File: config.mk
export PLATFORM = sky130hd
export DESIGN_NAME = crb_bus_ctrl
export DESIGN_NICKNAME = d
export VERILOG_FILES = /design/src/crb_pkg.sv /design/src/crb_rst_seq.sv /design/src/crb_nmi_det.sv /design/src/crb_bus_ctrl.sv
export SDC_FILE = /design/constraint.sdc
export NUM_CORES = 1
export LEC_CHECK = 0
export BUFFER_PORTS_ARGS = -buffer_cell sky130_fd_sc_hd__buf_2
export CAP_MARGIN = 20
export CORE_AREA = 2 2 92 94
export CTS_BUF_LIST = sky130_fd_sc_hd__clkbuf_2
export CTS_CLUSTER_DIAMETER = 60
export DETAILED_ROUTE_END_ITERATION = 7
export DIE_AREA = 0 0 94 96
export PLACE_DENSITY = 0.81
export SYNTH_ARGS = -nofsm -noshare
export SYNTH_HDL_FRONTEND = slang
export SYNTH_SLANG_ARGS = --single-unit
File: constraint.sdc
create_clock -name clk -period 2.4 [get_ports clk]
set_clock_uncertainty 0.2 [all_clocks]
set_input_delay 0.36 -clock clk [delete_from_list [all_inputs] [get_ports clk]]
set_output_delay 0.36 -clock clk [all_outputs]
set_load 0.01 [all_outputs]
File: src/crb_pkg.sv
// Shared constants, codes and helpers for the bus and interrupt control block
`default_nettype none
package crb_pkg;

  // ==========================================================
  // Reset and start-up
  localparam logic [3:0] RESET_SEQ_CLKS = 4'h7;
  localparam logic [3:0] NMI_ARM_CLKS = 4'h2;
  localparam logic [19:0] RESET_VECTOR = 20'hffff0;

  // ==========================================================
  // Interrupt vectors
  localparam logic [7:0] NMI_TYPE = 8'h02;
  localparam int VEC_SHIFT = 2;
  localparam logic [9:0] VEC_TABLE_TOP = 10'h3ff;

  // ==========================================================
  // Cycle status codes, also used as the core request kind
  localparam logic [2:0] CS_ACK = 3'h0;
  localparam logic [2:0] CS_IO_RD = 3'h1;
  localparam logic [2:0] CS_IO_WR = 3'h2;
  localparam logic [2:0] CS_HALT = 3'h3;
  localparam logic [2:0] CS_FETCH = 3'h4;
  localparam logic [2:0] CS_MEM_RD = 3'h5;
  localparam logic [2:0] CS_MEM_WR = 3'h6;
  localparam logic [2:0] CS_PASSIVE = 3'h7;

  typedef enum logic [3:0] {
    BS_RESET, BS_IDLE, BS_T1, BS_T2, BS_T3, BS_TW, BS_T4,
    BS_HALT_ST, BS_HALT_ALE, BS_HALTED, BS_HOLD
  } crb_bus_e;

  function automatic logic crb_is_write(input logic [2:0] code);
    return code[1] & ~code[0];
  endfunction

  // Minimum-mode status lines: {io_or_mem_sel, xcvr_dir, status_zero_min}
  function automatic logic [2:0] crb_min_status(input logic [2:0] code);
    return {~code[2], code[1], code[0]};
  endfunction

  function automatic logic [9:0] crb_vec_ptr(input logic [7:0] vtype);
    return {vtype, 2'b00};
  endfunction

endpackage
`default_nettype wire

File: src/crb_rst_seq.sv
// Reset pin synchroniser and post-reset start-up sequence
`default_nettype none
module crb_rst_seq (
  input wire logic clk,
  input wire logic resetn,
  input wire logic cpu_reset,
  output logic in_reset,
  output logic first_clk,
  output logic seq_busy,
  output logic nmi_arm,
  output logic core_start
);

  typedef struct packed {
    logic s1;
    logic s2;
    logic prev;
    logic busy;
    logic arm;
    logic start;
    logic [3:0] cnt;
  } crb_rst_s;

  crb_rst_s r_r;
  crb_rst_s r_nxt;

  // ==========================================================
  // Sequence
  always_comb begin
    r_nxt = r_r;
    r_nxt.s1 = cpu_reset;
    r_nxt.s2 = r_r.s1;
    r_nxt.prev = r_r.s2;
    r_nxt.start = 1'b0;
    if (r_r.s2) begin
      r_nxt.busy = 1'b0;
      r_nxt.arm = 1'b0;
      r_nxt.cnt = 4'h0;
    end else if (r_r.prev) begin
      r_nxt.busy = 1'b1;
      r_nxt.cnt = 4'h1;
    end else if (r_r.busy) begin
      r_nxt.cnt = r_r.cnt + 4'h1;
      if (r_r.cnt == crb_pkg::NMI_ARM_CLKS) begin
        r_nxt.arm = 1'b1;
      end
      if (r_r.cnt == crb_pkg::RESET_SEQ_CLKS) begin
        r_nxt.busy = 1'b0;
        r_nxt.start = 1'b1;
      end
    end
  end

  // Power-on looks like reset held until the pin is seen
  always_ff @(posedge clk or negedge resetn) begin
    if (!resetn) begin
      r_r <= '{s1: 1'b1, s2: 1'b1, prev: 1'b1, busy: 1'b0, arm: 1'b0,
               start: 1'b0, cnt: 4'h0};
    end else begin
      r_r <= r_nxt;
    end
  end

  assign in_reset = r_r.s2;
  assign first_clk = r_r.s2 & ~r_r.prev;
  assign seq_busy = r_r.busy;
  assign nmi_arm = r_r.arm;
  assign core_start = r_r.start;

endmodule
`default_nettype wire

File: src/crb_nmi_det.sv
// Edge latch for the non-maskable request, with its own synchroniser
`default_nettype none
module crb_nmi_det (
  input wire logic clk,
  input wire logic resetn,
  input wire logic nonmaskable_irq,
  input wire logic arm,
  input wire logic clear,
  output logic pending
);

  typedef struct packed {
    logic s1;
    logic s2;
    logic prev;
    logic pend;
  } crb_nmi_s;

  crb_nmi_s n_r;
  crb_nmi_s n_nxt;
  logic rise;

  // ==========================================================
  // Edge capture; a new edge beats a clear in the same cycle
  always_comb begin
    n_nxt = n_r;
    n_nxt.s1 = nonmaskable_irq;
    n_nxt.s2 = n_r.s1;
    n_nxt.prev = n_r.s2;
    rise = n_r.s2 & ~n_r.prev;
    n_nxt.pend = arm & (rise | (n_r.pend & ~clear));
  end

  always_ff @(posedge clk or negedge resetn) begin
    if (!resetn) begin
      n_r <= '0;
    end else begin
      n_r <= n_nxt;
    end
  end

  assign pending = n_r.pend;

endmodule
`default_nettype wire

File: src/crb_bus_ctrl.sv
// Processor-side reset, interrupt, hold, lock and bus-cycle control
// How it works
// - Reset rising stops all activity; nothing runs while it stays high.
// - Synchronised reset; fetch starts at FFFF0 seven clocks after its fall.
// - NMI before second clock after reset ignored; later ones wait.
// - Hold request pending after reset is granted before the first fetch.
// - In reset pins float; status idle one clock; strobe, grant low.
// - Vector table: 256 four-byte entries at 0..3FF, typed by a byte.
// - NMI is rising-edge detected, outranks the maskable request, type 2.
// - Each NMI edge once armed is latched and serviced at the next boundary.
// - Maskable request sampled each clock, enable-gated, seen clock before.
// - Response clears the enable flag and reports its old value.
// - Two back-to-back acknowledge cycles; no hold until the second ends.
// - Maximum mode: lock from T2 of first to T2 of second acknowledge; here it starts at T3 of the first.
// - Controller drives type byte in second acknowledge; pointer is type*4.
// - Acknowledge uses read timing, ack strobe instead, address floated.
// - Halt: min-mode strobe one clock late with halt status lines.
// - Halt survives a hold and is reissued; only interrupt or reset exit.
// - Lock follows the prefix, ends after next instruction's last cycle.
// - Wait loops until test pin low; a hold floats all drivers.
// - Read: strobe in T1, bus floats at T2 with read strobe.
// - Write: data from T2 through T4, write strobe T2, T3, waits.
// - Cycles last T1..T4; not-ready inserts waits between T3 and T4.
`default_nettype none
module crb_bus_ctrl (
  input wire logic clk,
  input wire logic resetn,
  input wire logic cpu_reset,
  input wire logic config_strap,
  input wire logic nonmaskable_irq,
  input wire logic maskable_irq_req,
  input wire logic hold_req,
  input wire logic ready,
  input wire logic wait_release_n,
  input wire logic req_grant_line_i,
  output logic req_grant_line_o,
  output logic req_grant_line_oe,
  input wire logic [7:0] muxed_low_bus_i,
  output logic [7:0] muxed_low_bus_o,
  output logic muxed_low_bus_oe,
  output logic [7:0] mid_addr_bus,
  output logic mid_addr_oe,
  output logic [3:0] high_addr_status,
  output logic high_addr_oe,
  output logic addr_latch_strobe,
  output logic hold_grant,
  output logic read_strobe_n,
  output logic store_strobe_n,
  output logic irq_ack_n,
  output logic io_or_mem_sel,
  output logic xcvr_dir,
  output logic xcvr_enable_n,
  output logic status_zero_min,
  output logic ctl_oe,
  output logic [2:0] cycle_status,
  output logic cycle_status_oe,
  output logic bus_exclusive_n,
  output logic bus_exclusive_oe,
  input wire logic core_req,
  input wire logic [2:0] core_kind,
  input wire logic [19:0] core_addr,
  input wire logic [7:0] core_wdata,
  input wire logic [1:0] core_seg,
  input wire logic core_lock_prefix,
  input wire logic core_lock_last,
  output logic core_ready,
  output logic core_done,
  output logic [7:0] core_rdata,
  output logic core_start,
  input wire logic core_boundary,
  input wire logic core_if_wr,
  input wire logic core_if_val,
  output logic irq_enable_flag,
  output logic core_if_pushed,
  output logic core_irq_take,
  output logic [9:0] core_irq_ptr,
  input wire logic core_waiting,
  output logic core_wait_done
);

  typedef struct packed {
    crb_pkg::crb_bus_e st;
    logic [2:0] kind;
    logic [19:0] addr;
    logic [7:0] wdata;
    logic [7:0] rdata;
    logic [1:0] seg;
    logic last;
    logic done;
    logic ack_seq;
    logic ack_second;
    logic ack_lock;
    logic lock;
    logic if_flag;
    logic if_before;
    logic maskable_irq_req_q;
    logic hold_pend;
    logic gnt;
    logic halted;
    logic take;
    logic [9:0] ptr;
    logic wait_done;
  } crb_ctl_s;

  crb_ctl_s c_r;
  crb_ctl_s c_nxt;

  logic in_reset;
  logic first_clk;
  logic seq_busy;
  logic nmi_arm;
  logic nmi_pend;
  logic nmi_clear;
  logic min_mode;
  logic drive_en;
  logic in_cycle;
  logic is_ack;
  logic is_wr;
  logic hold_ok;
  logic hold_end;
  logic hold_ask;
  logic service_pt;
  logic [2:0] code_now;
  logic [2:0] min_st;

  // ==========================================================
  // Reset sequencing and NMI capture
  crb_rst_seq u_rst (
    .clk(clk),
    .resetn(resetn),
    .cpu_reset(cpu_reset),
    .in_reset(in_reset),
    .first_clk(first_clk),
    .seq_busy(seq_busy),
    .nmi_arm(nmi_arm),
    .core_start(core_start)
  );

  crb_nmi_det u_nmi (
    .clk(clk),
    .resetn(resetn),
    .nonmaskable_irq(nonmaskable_irq),
    .arm(nmi_arm),
    .clear(nmi_clear),
    .pending(nmi_pend)
  );

  assign min_mode = config_strap;
  assign in_cycle = (c_r.st == crb_pkg::BS_T1) ||
                    (c_r.st == crb_pkg::BS_T2) ||
                    (c_r.st == crb_pkg::BS_T3) ||
                    (c_r.st == crb_pkg::BS_TW) ||
                    (c_r.st == crb_pkg::BS_T4);
  assign is_ack = c_r.kind == crb_pkg::CS_ACK;
  assign is_wr = crb_pkg::crb_is_write(c_r.kind);
  // Locked sequences and the acknowledge pair keep the bus
  assign hold_ok = c_r.hold_pend & ~c_r.lock & ~c_r.ack_seq;
  // Max mode: a low pulse on the shared line asks or hands back
  assign hold_ask = min_mode ? hold_req : ~req_grant_line_i;
  assign hold_end = min_mode ? ~hold_req : (~c_r.gnt & ~req_grant_line_i);
  assign service_pt = core_boundary || (c_r.st == crb_pkg::BS_HALTED);

  // ==========================================================
  // Next-state logic
  always_comb begin
    c_nxt = c_r;
    nmi_clear = 1'b0;
    c_nxt.done = 1'b0;
    c_nxt.take = 1'b0;
    c_nxt.gnt = 1'b0;
    c_nxt.maskable_irq_req_q = maskable_irq_req;
    c_nxt.wait_done = core_waiting & ~wait_release_n;
    if (core_lock_prefix) begin
      c_nxt.lock = 1'b1;
    end
    if (core_if_wr) begin
      c_nxt.if_flag = core_if_val;
    end
    if (hold_ask && c_r.st != crb_pkg::BS_HOLD) begin
      c_nxt.hold_pend = 1'b1;
    end else if (min_mode && !hold_req) begin
      c_nxt.hold_pend = 1'b0;
    end

    // Interrupt entry at a boundary or while halted
    if (service_pt && !c_r.ack_seq) begin
      if (nmi_pend) begin
        nmi_clear = 1'b1;
        c_nxt.take = 1'b1;
        c_nxt.ptr = crb_pkg::crb_vec_ptr(crb_pkg::NMI_TYPE);
        c_nxt.if_before = c_r.if_flag;
        c_nxt.if_flag = 1'b0;
        c_nxt.halted = 1'b0;
      end else if (c_r.maskable_irq_req_q && c_r.if_flag) begin
        c_nxt.ack_seq = 1'b1;
        c_nxt.ack_second = 1'b0;
        c_nxt.if_before = c_r.if_flag;
        c_nxt.if_flag = 1'b0;
        c_nxt.halted = 1'b0;
      end
    end

    unique case (c_r.st)
      crb_pkg::BS_RESET: begin
        if (!seq_busy && !in_reset) begin
          c_nxt.st = crb_pkg::BS_IDLE;
        end
      end
      crb_pkg::BS_IDLE: begin
        if (hold_ok) begin
          c_nxt.st = crb_pkg::BS_HOLD;
          c_nxt.gnt = 1'b1;
        end else if (c_r.ack_seq) begin
          c_nxt.st = crb_pkg::BS_T1;
          c_nxt.kind = crb_pkg::CS_ACK;
          c_nxt.last = 1'b0;
        end else if (core_req) begin
          c_nxt.addr = core_addr;
          c_nxt.wdata = core_wdata;
          c_nxt.seg = core_seg;
          c_nxt.last = core_lock_last;
          c_nxt.kind = core_kind;
          if (core_kind == crb_pkg::CS_HALT) begin
            c_nxt.st = crb_pkg::BS_HALT_ST;
            c_nxt.halted = 1'b1;
          end else begin
            c_nxt.st = crb_pkg::BS_T1;
          end
        end
      end
      crb_pkg::BS_T1: begin
        c_nxt.st = crb_pkg::BS_T2;
      end
      crb_pkg::BS_T2: begin
        c_nxt.st = crb_pkg::BS_T3;
        if (is_ack) begin
          c_nxt.ack_lock = ~c_r.ack_second;
        end
      end
      crb_pkg::BS_T3, crb_pkg::BS_TW: begin
        if (ready) begin
          c_nxt.st = crb_pkg::BS_T4;
          c_nxt.rdata = muxed_low_bus_i;
        end else begin
          c_nxt.st = crb_pkg::BS_TW;
        end
      end
      crb_pkg::BS_T4: begin
        if (is_ack && !c_r.ack_second) begin
          c_nxt.st = crb_pkg::BS_T1;
          c_nxt.ack_second = 1'b1;
        end else begin
          c_nxt.st = crb_pkg::BS_IDLE;
          if (is_ack) begin
            c_nxt.ack_seq = 1'b0;
            c_nxt.ack_second = 1'b0;
            c_nxt.take = 1'b1;
            c_nxt.ptr = crb_pkg::crb_vec_ptr(c_r.rdata);
          end else begin
            c_nxt.done = 1'b1;
          end
          if (c_r.last && !core_lock_prefix) begin
            c_nxt.lock = 1'b0;
          end
        end
      end
      crb_pkg::BS_HALT_ST: begin
        c_nxt.st = crb_pkg::BS_HALT_ALE;
      end
      crb_pkg::BS_HALT_ALE: begin
        c_nxt.st = crb_pkg::BS_HALTED;
      end
      crb_pkg::BS_HALTED: begin
        if (!c_nxt.halted) begin
          c_nxt.st = crb_pkg::BS_IDLE;
        end else if (hold_ok) begin
          c_nxt.st = crb_pkg::BS_HOLD;
          c_nxt.gnt = 1'b1;
        end
      end
      crb_pkg::BS_HOLD: begin
        if (hold_end) begin
          c_nxt.hold_pend = 1'b0;
          // Reissue the halt indication after the hold
          c_nxt.st = c_r.halted ? crb_pkg::BS_HALT_ST
                                : crb_pkg::BS_IDLE;
        end
      end
    endcase

    // Reset forces the state, lock, acknowledge, halt and pulses idle, keeps a pending hold, and leaves the enable flag clear
    if (in_reset) begin
      c_nxt.st = crb_pkg::BS_RESET;
      c_nxt.ack_seq = 1'b0;
      c_nxt.ack_second = 1'b0;
      c_nxt.ack_lock = 1'b0;
      c_nxt.lock = 1'b0;
      c_nxt.if_flag = 1'b0;
      c_nxt.halted = 1'b0;
      c_nxt.take = 1'b0;
      c_nxt.done = 1'b0;
    end
  end

  always_ff @(posedge clk or negedge resetn) begin
    if (!resetn) begin
      c_r <= '{st: crb_pkg::BS_RESET, kind: crb_pkg::CS_PASSIVE,
               default: '0};
    end else begin
      c_r <= c_nxt;
    end
  end

  // ==========================================================
  // Pin decode
  // Nothing drives in reset, bar max-mode status on its first clock, or while the bus is handed away
  assign drive_en = ~in_reset && (c_r.st != crb_pkg::BS_HOLD);

  always_comb begin
    code_now = crb_pkg::CS_PASSIVE;
    if (in_cycle) begin
      code_now = c_r.kind;
    end else if (c_r.st == crb_pkg::BS_HALT_ST ||
                 c_r.st == crb_pkg::BS_HALT_ALE ||
                 c_r.st == crb_pkg::BS_HALTED) begin
      code_now = crb_pkg::CS_HALT;
    end
    min_st = crb_pkg::crb_min_status(code_now);
  end

  // ALE: T1 of normal cycles, one clock late for halt
  assign addr_latch_strobe = min_mode && drive_en &&
    ((c_r.st == crb_pkg::BS_T1) ||
     (c_r.st == crb_pkg::BS_HALT_ALE));
  assign hold_grant = min_mode && !in_reset &&
                      (c_r.st == crb_pkg::BS_HOLD);
  assign req_grant_line_o = 1'b0;
  assign req_grant_line_oe = ~min_mode & c_r.gnt;

  always_comb begin
    read_strobe_n = 1'b1;
    store_strobe_n = 1'b1;
    irq_ack_n = 1'b1;
    xcvr_enable_n = 1'b1;
    if (c_r.st == crb_pkg::BS_T2 || c_r.st == crb_pkg::BS_T3 ||
        c_r.st == crb_pkg::BS_TW) begin
      if (is_ack) begin
        irq_ack_n = 1'b0;
      end else if (is_wr) begin
        store_strobe_n = 1'b0;
      end else begin
        read_strobe_n = 1'b0;
      end
    end
    if (in_cycle && c_r.st != crb_pkg::BS_T1) begin
      xcvr_enable_n = 1'b0;
    end
  end

  assign io_or_mem_sel = min_st[2];
  assign xcvr_dir = min_st[1];
  assign status_zero_min = min_st[0];
  assign ctl_oe = min_mode & drive_en;

  // Status shows for T1, T2 and the first halt clock, passive otherwise
  assign cycle_status = (c_r.st == crb_pkg::BS_T3 ||
                         c_r.st == crb_pkg::BS_TW ||
                         c_r.st == crb_pkg::BS_T4 ||
                         c_r.st == crb_pkg::BS_HALT_ALE ||
                         c_r.st == crb_pkg::BS_HALTED ||
                         in_reset) ? crb_pkg::CS_PASSIVE : code_now;
  assign cycle_status_oe = ~min_mode & (drive_en | first_clk);

  assign bus_exclusive_n = ~(c_r.lock | c_r.ack_lock);
  assign bus_exclusive_oe = ~min_mode & drive_en;

  // Acknowledge leaves every address line floating
  assign muxed_low_bus_o = (c_r.st == crb_pkg::BS_T1) ? c_r.addr[7:0]
                                                      : c_r.wdata;
  assign muxed_low_bus_oe = drive_en && in_cycle && !is_ack &&
    ((c_r.st == crb_pkg::BS_T1) || is_wr);
  assign mid_addr_bus = c_r.addr[15:8];
  assign mid_addr_oe = drive_en && in_cycle && !is_ack;
  assign high_addr_status = (c_r.st == crb_pkg::BS_T1) ? c_r.addr[19:16]
                            : {1'b0, c_r.if_flag, c_r.seg};
  assign high_addr_oe = drive_en && in_cycle && !is_ack;

  // ==========================================================
  // Core side
  assign core_ready = (c_r.st == crb_pkg::BS_IDLE) && !in_reset &&
                      !c_r.ack_seq && !hold_ok;
  assign core_done = c_r.done;
  assign core_rdata = c_r.rdata;
  assign irq_enable_flag = c_r.if_flag;
  assign core_if_pushed = c_r.if_before;
  assign core_irq_take = c_r.take;
  assign core_irq_ptr = c_r.ptr;
  assign core_wait_done = c_r.wait_done;

endmodule
`default_nettype wire

==> results of run 1 <==
==> synthesized netlist by cell type, types with 2 or more instances <==
cell type	n	share of area
dfrtp_1	77	0.46
buf_4	29	0.052
mux2_4	29	0.10
nor2_1	24	0.021
mux2_2	22	0.059
a21oi_1	16	0.019
nand2_1	16	0.014
nor3_1	16	0.019
o21ai_0	13	0.015
nand2b_1	12	0.018
nor2b_1	11	0.016
a22o_1	9	0.019
inv_1	9	0.0080
clkbuf_1	7	0.0063
dfstp_2	6	0.038
and3_1	4	0.0060
buf_6	4	0.011
nor3b_1	4	0.0071
o211ai_1	4	0.0071
a211oi_1	3	0.0054
buf_2	3	0.0036
mux2i_1	3	0.0071
xor2_1	3	0.0063
a31oi_1	2	0.0030
and2_1	2	0.0030
ha_1	2	0.0060
nand3_1	2	0.0024
nand3b_1	2	0.0036
nand4_1	2	0.0030
nor4_1	2	0.0030
o31ai_1	2	0.0036
or3_1	2	0.0030
==> area by class of cell <==
cell class / count / area [um2]
clock buffer: 10 / 50.0
tap: 105 / 131
sequential: 83 / 2090
fill: 495 / 1980
timing repair buffer: 228 / 1720
multi-input combinational: 226 / 1980
clock inverter: 6 / 66.3
inverter: 9 / 33.8
==> power groups by stage <==
| stage | logic (mW) | clock network, mW | registers (mW) |
|---|---|---|---|
| 4_1_cts | 1.19 | 0.756 | 1.85 |
| 2_1_floorplan | 0.729 | 0 | 1.80 |
| 6_report | 1.28 | 0.756 | 1.88 |
| 3_3_place_gp | 0.926 | 0 | 1.85 |
| 3_5_place_dp | 0.965 | 0 | 1.86 |
| 5_1_grt | 1.36 | 0.820 | 1.91 |
==> through the flow <==
stage	util	hold slack (ps)	area (um2)
after detailed placement	0.598	134	4820
after floorplan	-	-136	4200
after global placement	0.598	128	4820
after global routing	0.754	13.9	6070
after CTS	0.730	0.0879	5880
final	0.754	0.499	6070
==> per-layer routing <==
metal / wire [um] / part of all wire
met5: 0 / 0
met2: 6360 / 0.51
met3: 852 / 0.068
met1: 4910 / 0.39
met4: 452 / 0.036
==> timing repair <==
action                                  in CTS  in global routing
buffers inserted                            24                 12
hold buffers                                52                  0
endpoints found under the hold margin      125                  0
gates cloned                                 1                  0
endpoints found under the setup margin      26                 35
pin swaps                                    5                 12
gates resized for setup                     52                 31
==> critical path, cell delays in order (launching register included) <==
cell     delay, ps
dfrtp_1        460
buf_6          130
buf_6          120
and3_4         150
nor3_4         140
nor3b_2        240
nor2b_1        200
buf_2          150
==> flip-flops by register name, summed over array words and instances, names as in the netlist, 2 cells and up <==
signal	cells
core_rdata	8
core_irq_ptr	10
mid_addr_bus	8
u_nmi.n_nxt	2
u_rst.r_r	5
c_r	38
==> how the worst min path moves through the flow <==
| stage | start | to | cells past startpoint |
|---|---|---|---|
| floorplan | resetn | c_r[12]$_DFF_PN0_ | 0 |
| global placement | resetn | core_irq_ptr[6]$_DFF_PN0_ | 1 |
| detailed placement | resetn | core_rdata[5]$_DFFE_PN0P_ | 1 |
| CTS | core_boundary | c_r[21]$_DFF_PN0_ | 5 |
| global route | core_kind[0] | c_r[62]$_DFFE_PN1P_ | 3 |
| finish | hold_req | c_r[14]$_DFF_PN0_ | 3 |
==> kinds of logic after synthesis <==
group           Yosys count  share of synthesized area
simple gates            110                      0.150
flops                    83                      0.496
compound gates           55                     0.0873
mux                      54                      0.170
buf+inv                  53                     0.0813
xor+xnor                  4                    0.00834
fa+ha+maj                 2                    0.00596
other cells               1                   0.000893
==> metrics list, run 1 <==
- Gp weighted congestion: 0.938
* Final hold vios: 0
- STA classifies the critical path startpoint as a flop.
- The worst-case IR drop observed on VDD is 0.000504 V.
* Nets@finish: around 620
* Num CTS Buffers: 9
* Antenna Cells: 0
- The critical path ends at muxed_low_bus_oe.
- Worst min-delay path class: primary input to flop
- Setup repair after global routing could not meet its margin everywhere.
- The worst setup path is captured at an output port.
- The library cell used most frequently in the layout, excluding fill and tap cells, is buf_2.
- CTS placed an instance of clkbuf_2 at the clock tree root.
- In this run the number of H-tree levels came out at 3.
- Actual slew at the worst max-slew pin: 530 ps
* Iter 0 DRT Violations: roughly 330
- Count of different cell masters after synthesis: 52
- After legalization and detailed placement, the total HPWL measured 7160 um.
- Final max-slew violation count: 0
* Antenna violations before repair: 0
- The first global-routing pass estimated 18000 um of wire.
- Cell count after synthesis: 362
- Detailed-route wire length: around 13000 um
- Final antenna-violating net count: 0
* Routed via count: 3706
- In this run the worst path has a maximum fanout of 3.
* Seq pwr share: 0.480
- Area of the mapped netlist: 0.00420 mm2
- Once routing completed, OpenROAD measured the worst setup slack at -262 ps.
- For this run, the top clock speed supported by timing is 376 MHz.
- For met1 alone, demand over resource in global routing was 0.313.
* Critical path startpoint: c_r[65]$_DFFE_PN0P_
- After synthesis the netlist holds a flip-flop and latch count of 83.
- Maximum number of pins on one net before global-route repair: 51
- Global routing finished with a remaining overflow of 0.
- Post-route fraction of the period consumed by the critical path: 1.11
* Standard-cell row count: 33
- In this run the critical register-to-register path is launched from c_r[66]$_DFFE_PN0P_.
- Post-route non-filler standard cell count: 667
- Setup violations remaining at the end of the flow were counted as 26.
- Main synth FF type: dfrtp_1
* CTS tree: yes
- Synthesized area per cell: 11.6 um2
- The core region is 0.00805 mm2.
* EDFF count, synth: 0
- Mean routed wirelength per cell: 18.9 um
- Worst-case headroom to the max-slew limit: 0.644
- IO Pins: 124
* Power share of the clock group: 0.193
- Share of final-layout standard cells stronger than drive strength 1: 0.505
* Outcome: finished, violations left
- After clock tree synthesis, the clock-pin slew on the worst setup and hold paths is 200 ps.
- The smallest clock period supported by the final layout is computed as roughly 2700 ps.
- For this run, design rule violations remaining after detail routing come to 0.
- Static leakage power: 3.01 nW
- YS warnings: 0
- Fraction of registers with async set/reset: 1.00
- Maximum count of clock buffers along a single path: 2
- Routed via count divided by cell count: 5.56
- Internal power comes to 2.69 mW.
- I/O Buffers: approximately 120
- Layer with the highest usage: met2
* Fraction of power spent switching nets: 0.312
* Reg2Reg Depth: 6
- In this run the horizontal extent of the chip is 94 um.
- Overall Power: around 4 mW
- The die is 96 um tall.
* R2R setup slack: 70 ps
- For this run, global-route usage on met3 was measured as 0.0509.
* Required time of the critical path: 1840 ps
- For this configuration, the core starts out at a cell density of 0.522.
- The number of global-route vias before repair came to 3632.
- Die footprint: 0.00902 mm2
- The critical path is of the flop to output port type.
* Switching power total: ~1.2 mW
* Met2 demand-to-capacity share in global routing: 0.452
* Crit Reg-Reg Endpoint: c_r[65]$_DFFE_PN0P_
* Max-Cap Viols: 0
* P per Cell Area: ~640 mW/mm2
* Total Negative Setup Slacks: -3360 ps
- When the netlist entered floorplanning its net count stood at about 420.
- Number of search-and-repair iterations in the first detailed-routing pass: 5
* Combinational power share: 0.326
- Post-placement worst setup slack: 264 ps
- Across every metal layer, demand over resource in global routing totals 0.260.
- STA puts the critical path data arrival time at 2100 ps.
- Clock Latency Late Sink: 560 ps
- The clock net in this run drives a total of 83 sinks.
- In the layout the commonest cells are 105 x buf_2, 74 x dfrtp_1, 52 x dlygate4sd3_1.
- Portion of the post-synthesis area used by sequential elements: 0.496
- Including well taps, the total number of placed cells is 565.
- Synthesis-to-finish area growth: 44.6%
- The checks that failed: setup timing.
(Power assumes the default switching activity.)
==> inputs of run 2 (changes only) <==
- CORE_AREA: 2 2 92 94 -> 2 2 93 95
- CTS_BUF_LIST: sky130_fd_sc_hd__clkbuf_2 -> unset
- DIE_AREA: 0 0 94 96 -> 0 0 95 97
- PLACE_DENSITY: 0.81 -> 0.79
==> metrics list, run 2 (synthesis gave the netlist of run 1 again) <==
- The flow ran to the end, and the final reports show no timing, DRC or antenna violations.
* Static leakage power: 2.58 nW (-14%)
* Final hold vios: 0 (unchanged)
- The number of input and output port buffers inserted was 122 (unchanged).
- The initial antenna violation count was 0 (unchanged).
- The final cell count without fillers came to 589 (-12%).
- Signal arrival time at the worst endpoint: 1800 ps (-300 ps)
* Global-route congestion overflow total: 0 (unchanged)
* Mean routed wirelength per cell: 16.7 um (-11%)
- TritonCTS built the clock tree.
* Post-route fraction of the period consumed by the critical path: 0.982 (-0.127)
- Setup repair after global routing missed its margin: true
- Routed via count: 3127 (-16%)
- The largest fanout on the critical path is 9 (+6).
- The count of antenna-violating nets left after detailed routing was 0 (unchanged).
- Cell Chain, Critical Path: buf_4 > nand2_1 > mux2_2 > nor2_2 > o21ai_0 > buf_2
- IO Pins: 124 (unchanged)
- Die boundary height: 97 um (+1.0%)
- The worst-skew pair later-pin latency is 350 ps (-210 ps).
- GR Util met3: 0.0444 (-0.00651)
* Layout fillers: 642 (+30%)
- Routed via count divided by cell count: 5.31 (-4.4%)
- The count of standard-cell rows came to 33 (unchanged).
* CTS Root Buffer Type: clkbuf_8
- The required time of the worst setup path was 1840 ps (about the same).
- The post-DP HPWL was 7380 um (+3.1%).
- Fmax achieved: 424 MHz (+13%)
- The min-delay analysis places its worst path in the category primary input to flop.
* Number of search-and-repair iterations in the first detailed-routing pass: 5 (unchanged)
* Core region area: 0.00813 mm2 (+1.0%)
- Largest register FFs: 38 (unchanged)
- The final weighted congestion in routability-driven placement is 0.950 (+1.3%).
- Antenna Cells: 0 (unchanged)
- Detailed-route wire length: 9840 um (-22%)
- Reg with most FFs: c_r
- The number of placed instances, taps included was 567 (+0.35%).
- Vias in the first global route: 3271 (-9.9%)
- Min Tclk post-route: 2360 ps (-305 ps)
- Iter 0 DRT Violations: 145 (-56%)
- The width of the chip was 95 um (+1.1%).
* Share of final-layout standard cells stronger than drive strength 1: 0.483 (-0.0219)
- The count of maximum capacitance violations is 0 (unchanged).
- Clock Sink Count: 83 (unchanged)
- The global-route wire length before repair came to 16100 um (-10%).
- The total die area was 0.00922 mm2 (+2.1%).
- The maximum ir drop on the vdd rail came to 0.000422 V (-16%).
* Delay of the slowest cell on the worst path: 490 ps (+30 ps)
- Slowest cell on crit path: dfrtp_2
* Commonest non-fill, non-tap cells in the layout: 118 x buf_2, 74 x dfrtp_1, 29 x mux2_4
- STA classifies the critical path endpoint as an output port.
* Nets@finish: 539 (-13%)
* Worst Hold Slack: 23.8 ps (+23.3 ps)
* DR DRC count: 0 (unchanged)
* Type of origin of the critical path: flop
- Clk pin slew, worst setup/hold paths: 80 ps (-120 ps)
- Initial Utilization: 0.516 (-0.00530)
* Category of the critical setup timing path: flop to output port
- Layer with the highest usage: met2
- The total clock buffers created by CTS was 9 (unchanged).
- CTS HTree Levels: 3 (unchanged)
- Synthesis-to-finish area growth: 23.2%
- Overall Power: 3.92 mW (+0.26%)
* Final max-slew violation count: 0 (unchanged)
- The met2 track demand over resource in global routing was 0.368 (-0.0835).
- The library cell used most frequently in the layout, excluding fill and tap cells, is buf_2.
* Final setup fails: 0 (-100%)
- The number of buffers between clock root and the deepest sink is 2 (unchanged).
- GRT Total Usage: 0.225 (-0.0351)
* Layout Utilization: 0.636 (-0.118)
- Met1 track demand over resource in global routing: 0.290 (-0.0226)
* P per Cell Area: 758 mW/mm2 (+18%)
* Maximum number of pins on one net before global-route repair: 36 (-29%)
-- run 2: changes by cell type in the layout (fill, tap and decap cells not counted), sizes merged --
cell | previous run | this run
buf | 176 | 145
inv | 10 | 9
clkinv | 2 | 1
bufinv | 1 | 2
dlygate4sd3 | 52 | 5
clkbuf | 10 | 11
-- run 2: critical path, delay by kind of cell (launching register included) --
family,cells,cell delay [ps]
multiplexers,1,270
AND/OR/NAND/NOR,2,220
flip-flops,1,490
buffers and inverters,2,330
AO/OA/AOI/OAI,1,140
-- run 2: layout make-up --
class                   instances  area [um2]  share of cell area
repair buffers                150         887               0.171
multi-input cells             226        1820               0.352
clock buffers                  11         131              0.0254
well taps                     105         131              0.0254
flip-flops and latches         83        2090               0.404
clock inverters                 5        80.1              0.0155
inverters                       9        33.8             0.00653
-- run 2: stage by stage --
stage / setup slack (ps) / instance area (um2) / TNS, ps
2_1_floorplan: 108 / 4200 / 0
3_3_place_gp: 187 / 4830 / 0
3_5_place_dp: 225 / 4830 / 0
4_1_cts: 6.03 / 5130 / 0
5_1_grt: -38.2 / 5170 / -178
6_report: 43.0 / 5170 / 0
-- run 2: final timing paths --
path	end	slack (ps)	startpoint	cells past startpoint
worst max-delay path	read_strobe_n	40	c_r[66]$_DFFE_PN0P_	6
min in group asynchronous	c_r[61]$_DFFE_PN0P_	290	resetn	2
max in group asynchronous	u_rst.r_r[7]$_DFF_PN1_	960	resetn	3
worst min register to register	u_rst.in_reset$_DFF_PN1_	160	u_rst.r_nxt[8]$_DFF_PN1_	0
worst min-delay path	c_r[23]$_DFFE_PN0P_	20	core_lock_last	2
worst max register to register	c_r[65]$_DFFE_PN0P_	180	c_r[66]$_DFFE_PN0P_	5
-- run 2: per-layer routing --
layer	vias up	routed length (um)
met5	-	0
met1	1547	4230
met3	14	519
met2	91	4910
met4	0	184
li1	1475	-
-- run 2: where the power goes --
| group | total [mW] | switching, mW | internal (mW) | leakage [nW] |
|---|---|---|---|---|
| registers | 1.85 | 0.184 | 1.66 | 1.04 |
| logic | 0.988 | 0.399 | 0.589 | 1.44 |
| clock network | 1.08 | 0.499 | 0.585 | 0.0995 |
| total | 3.92 | 1.08 | 2.84 | 2.58 |
-- run 2: timing repair --
item,in CTS,in global routing
pin swaps,0,1
hold endpoints to repair,32,0
hold buffers,5,0
buffers inserted,1,0
endpoints found under the setup margin,16,17
resized for setup,7,9
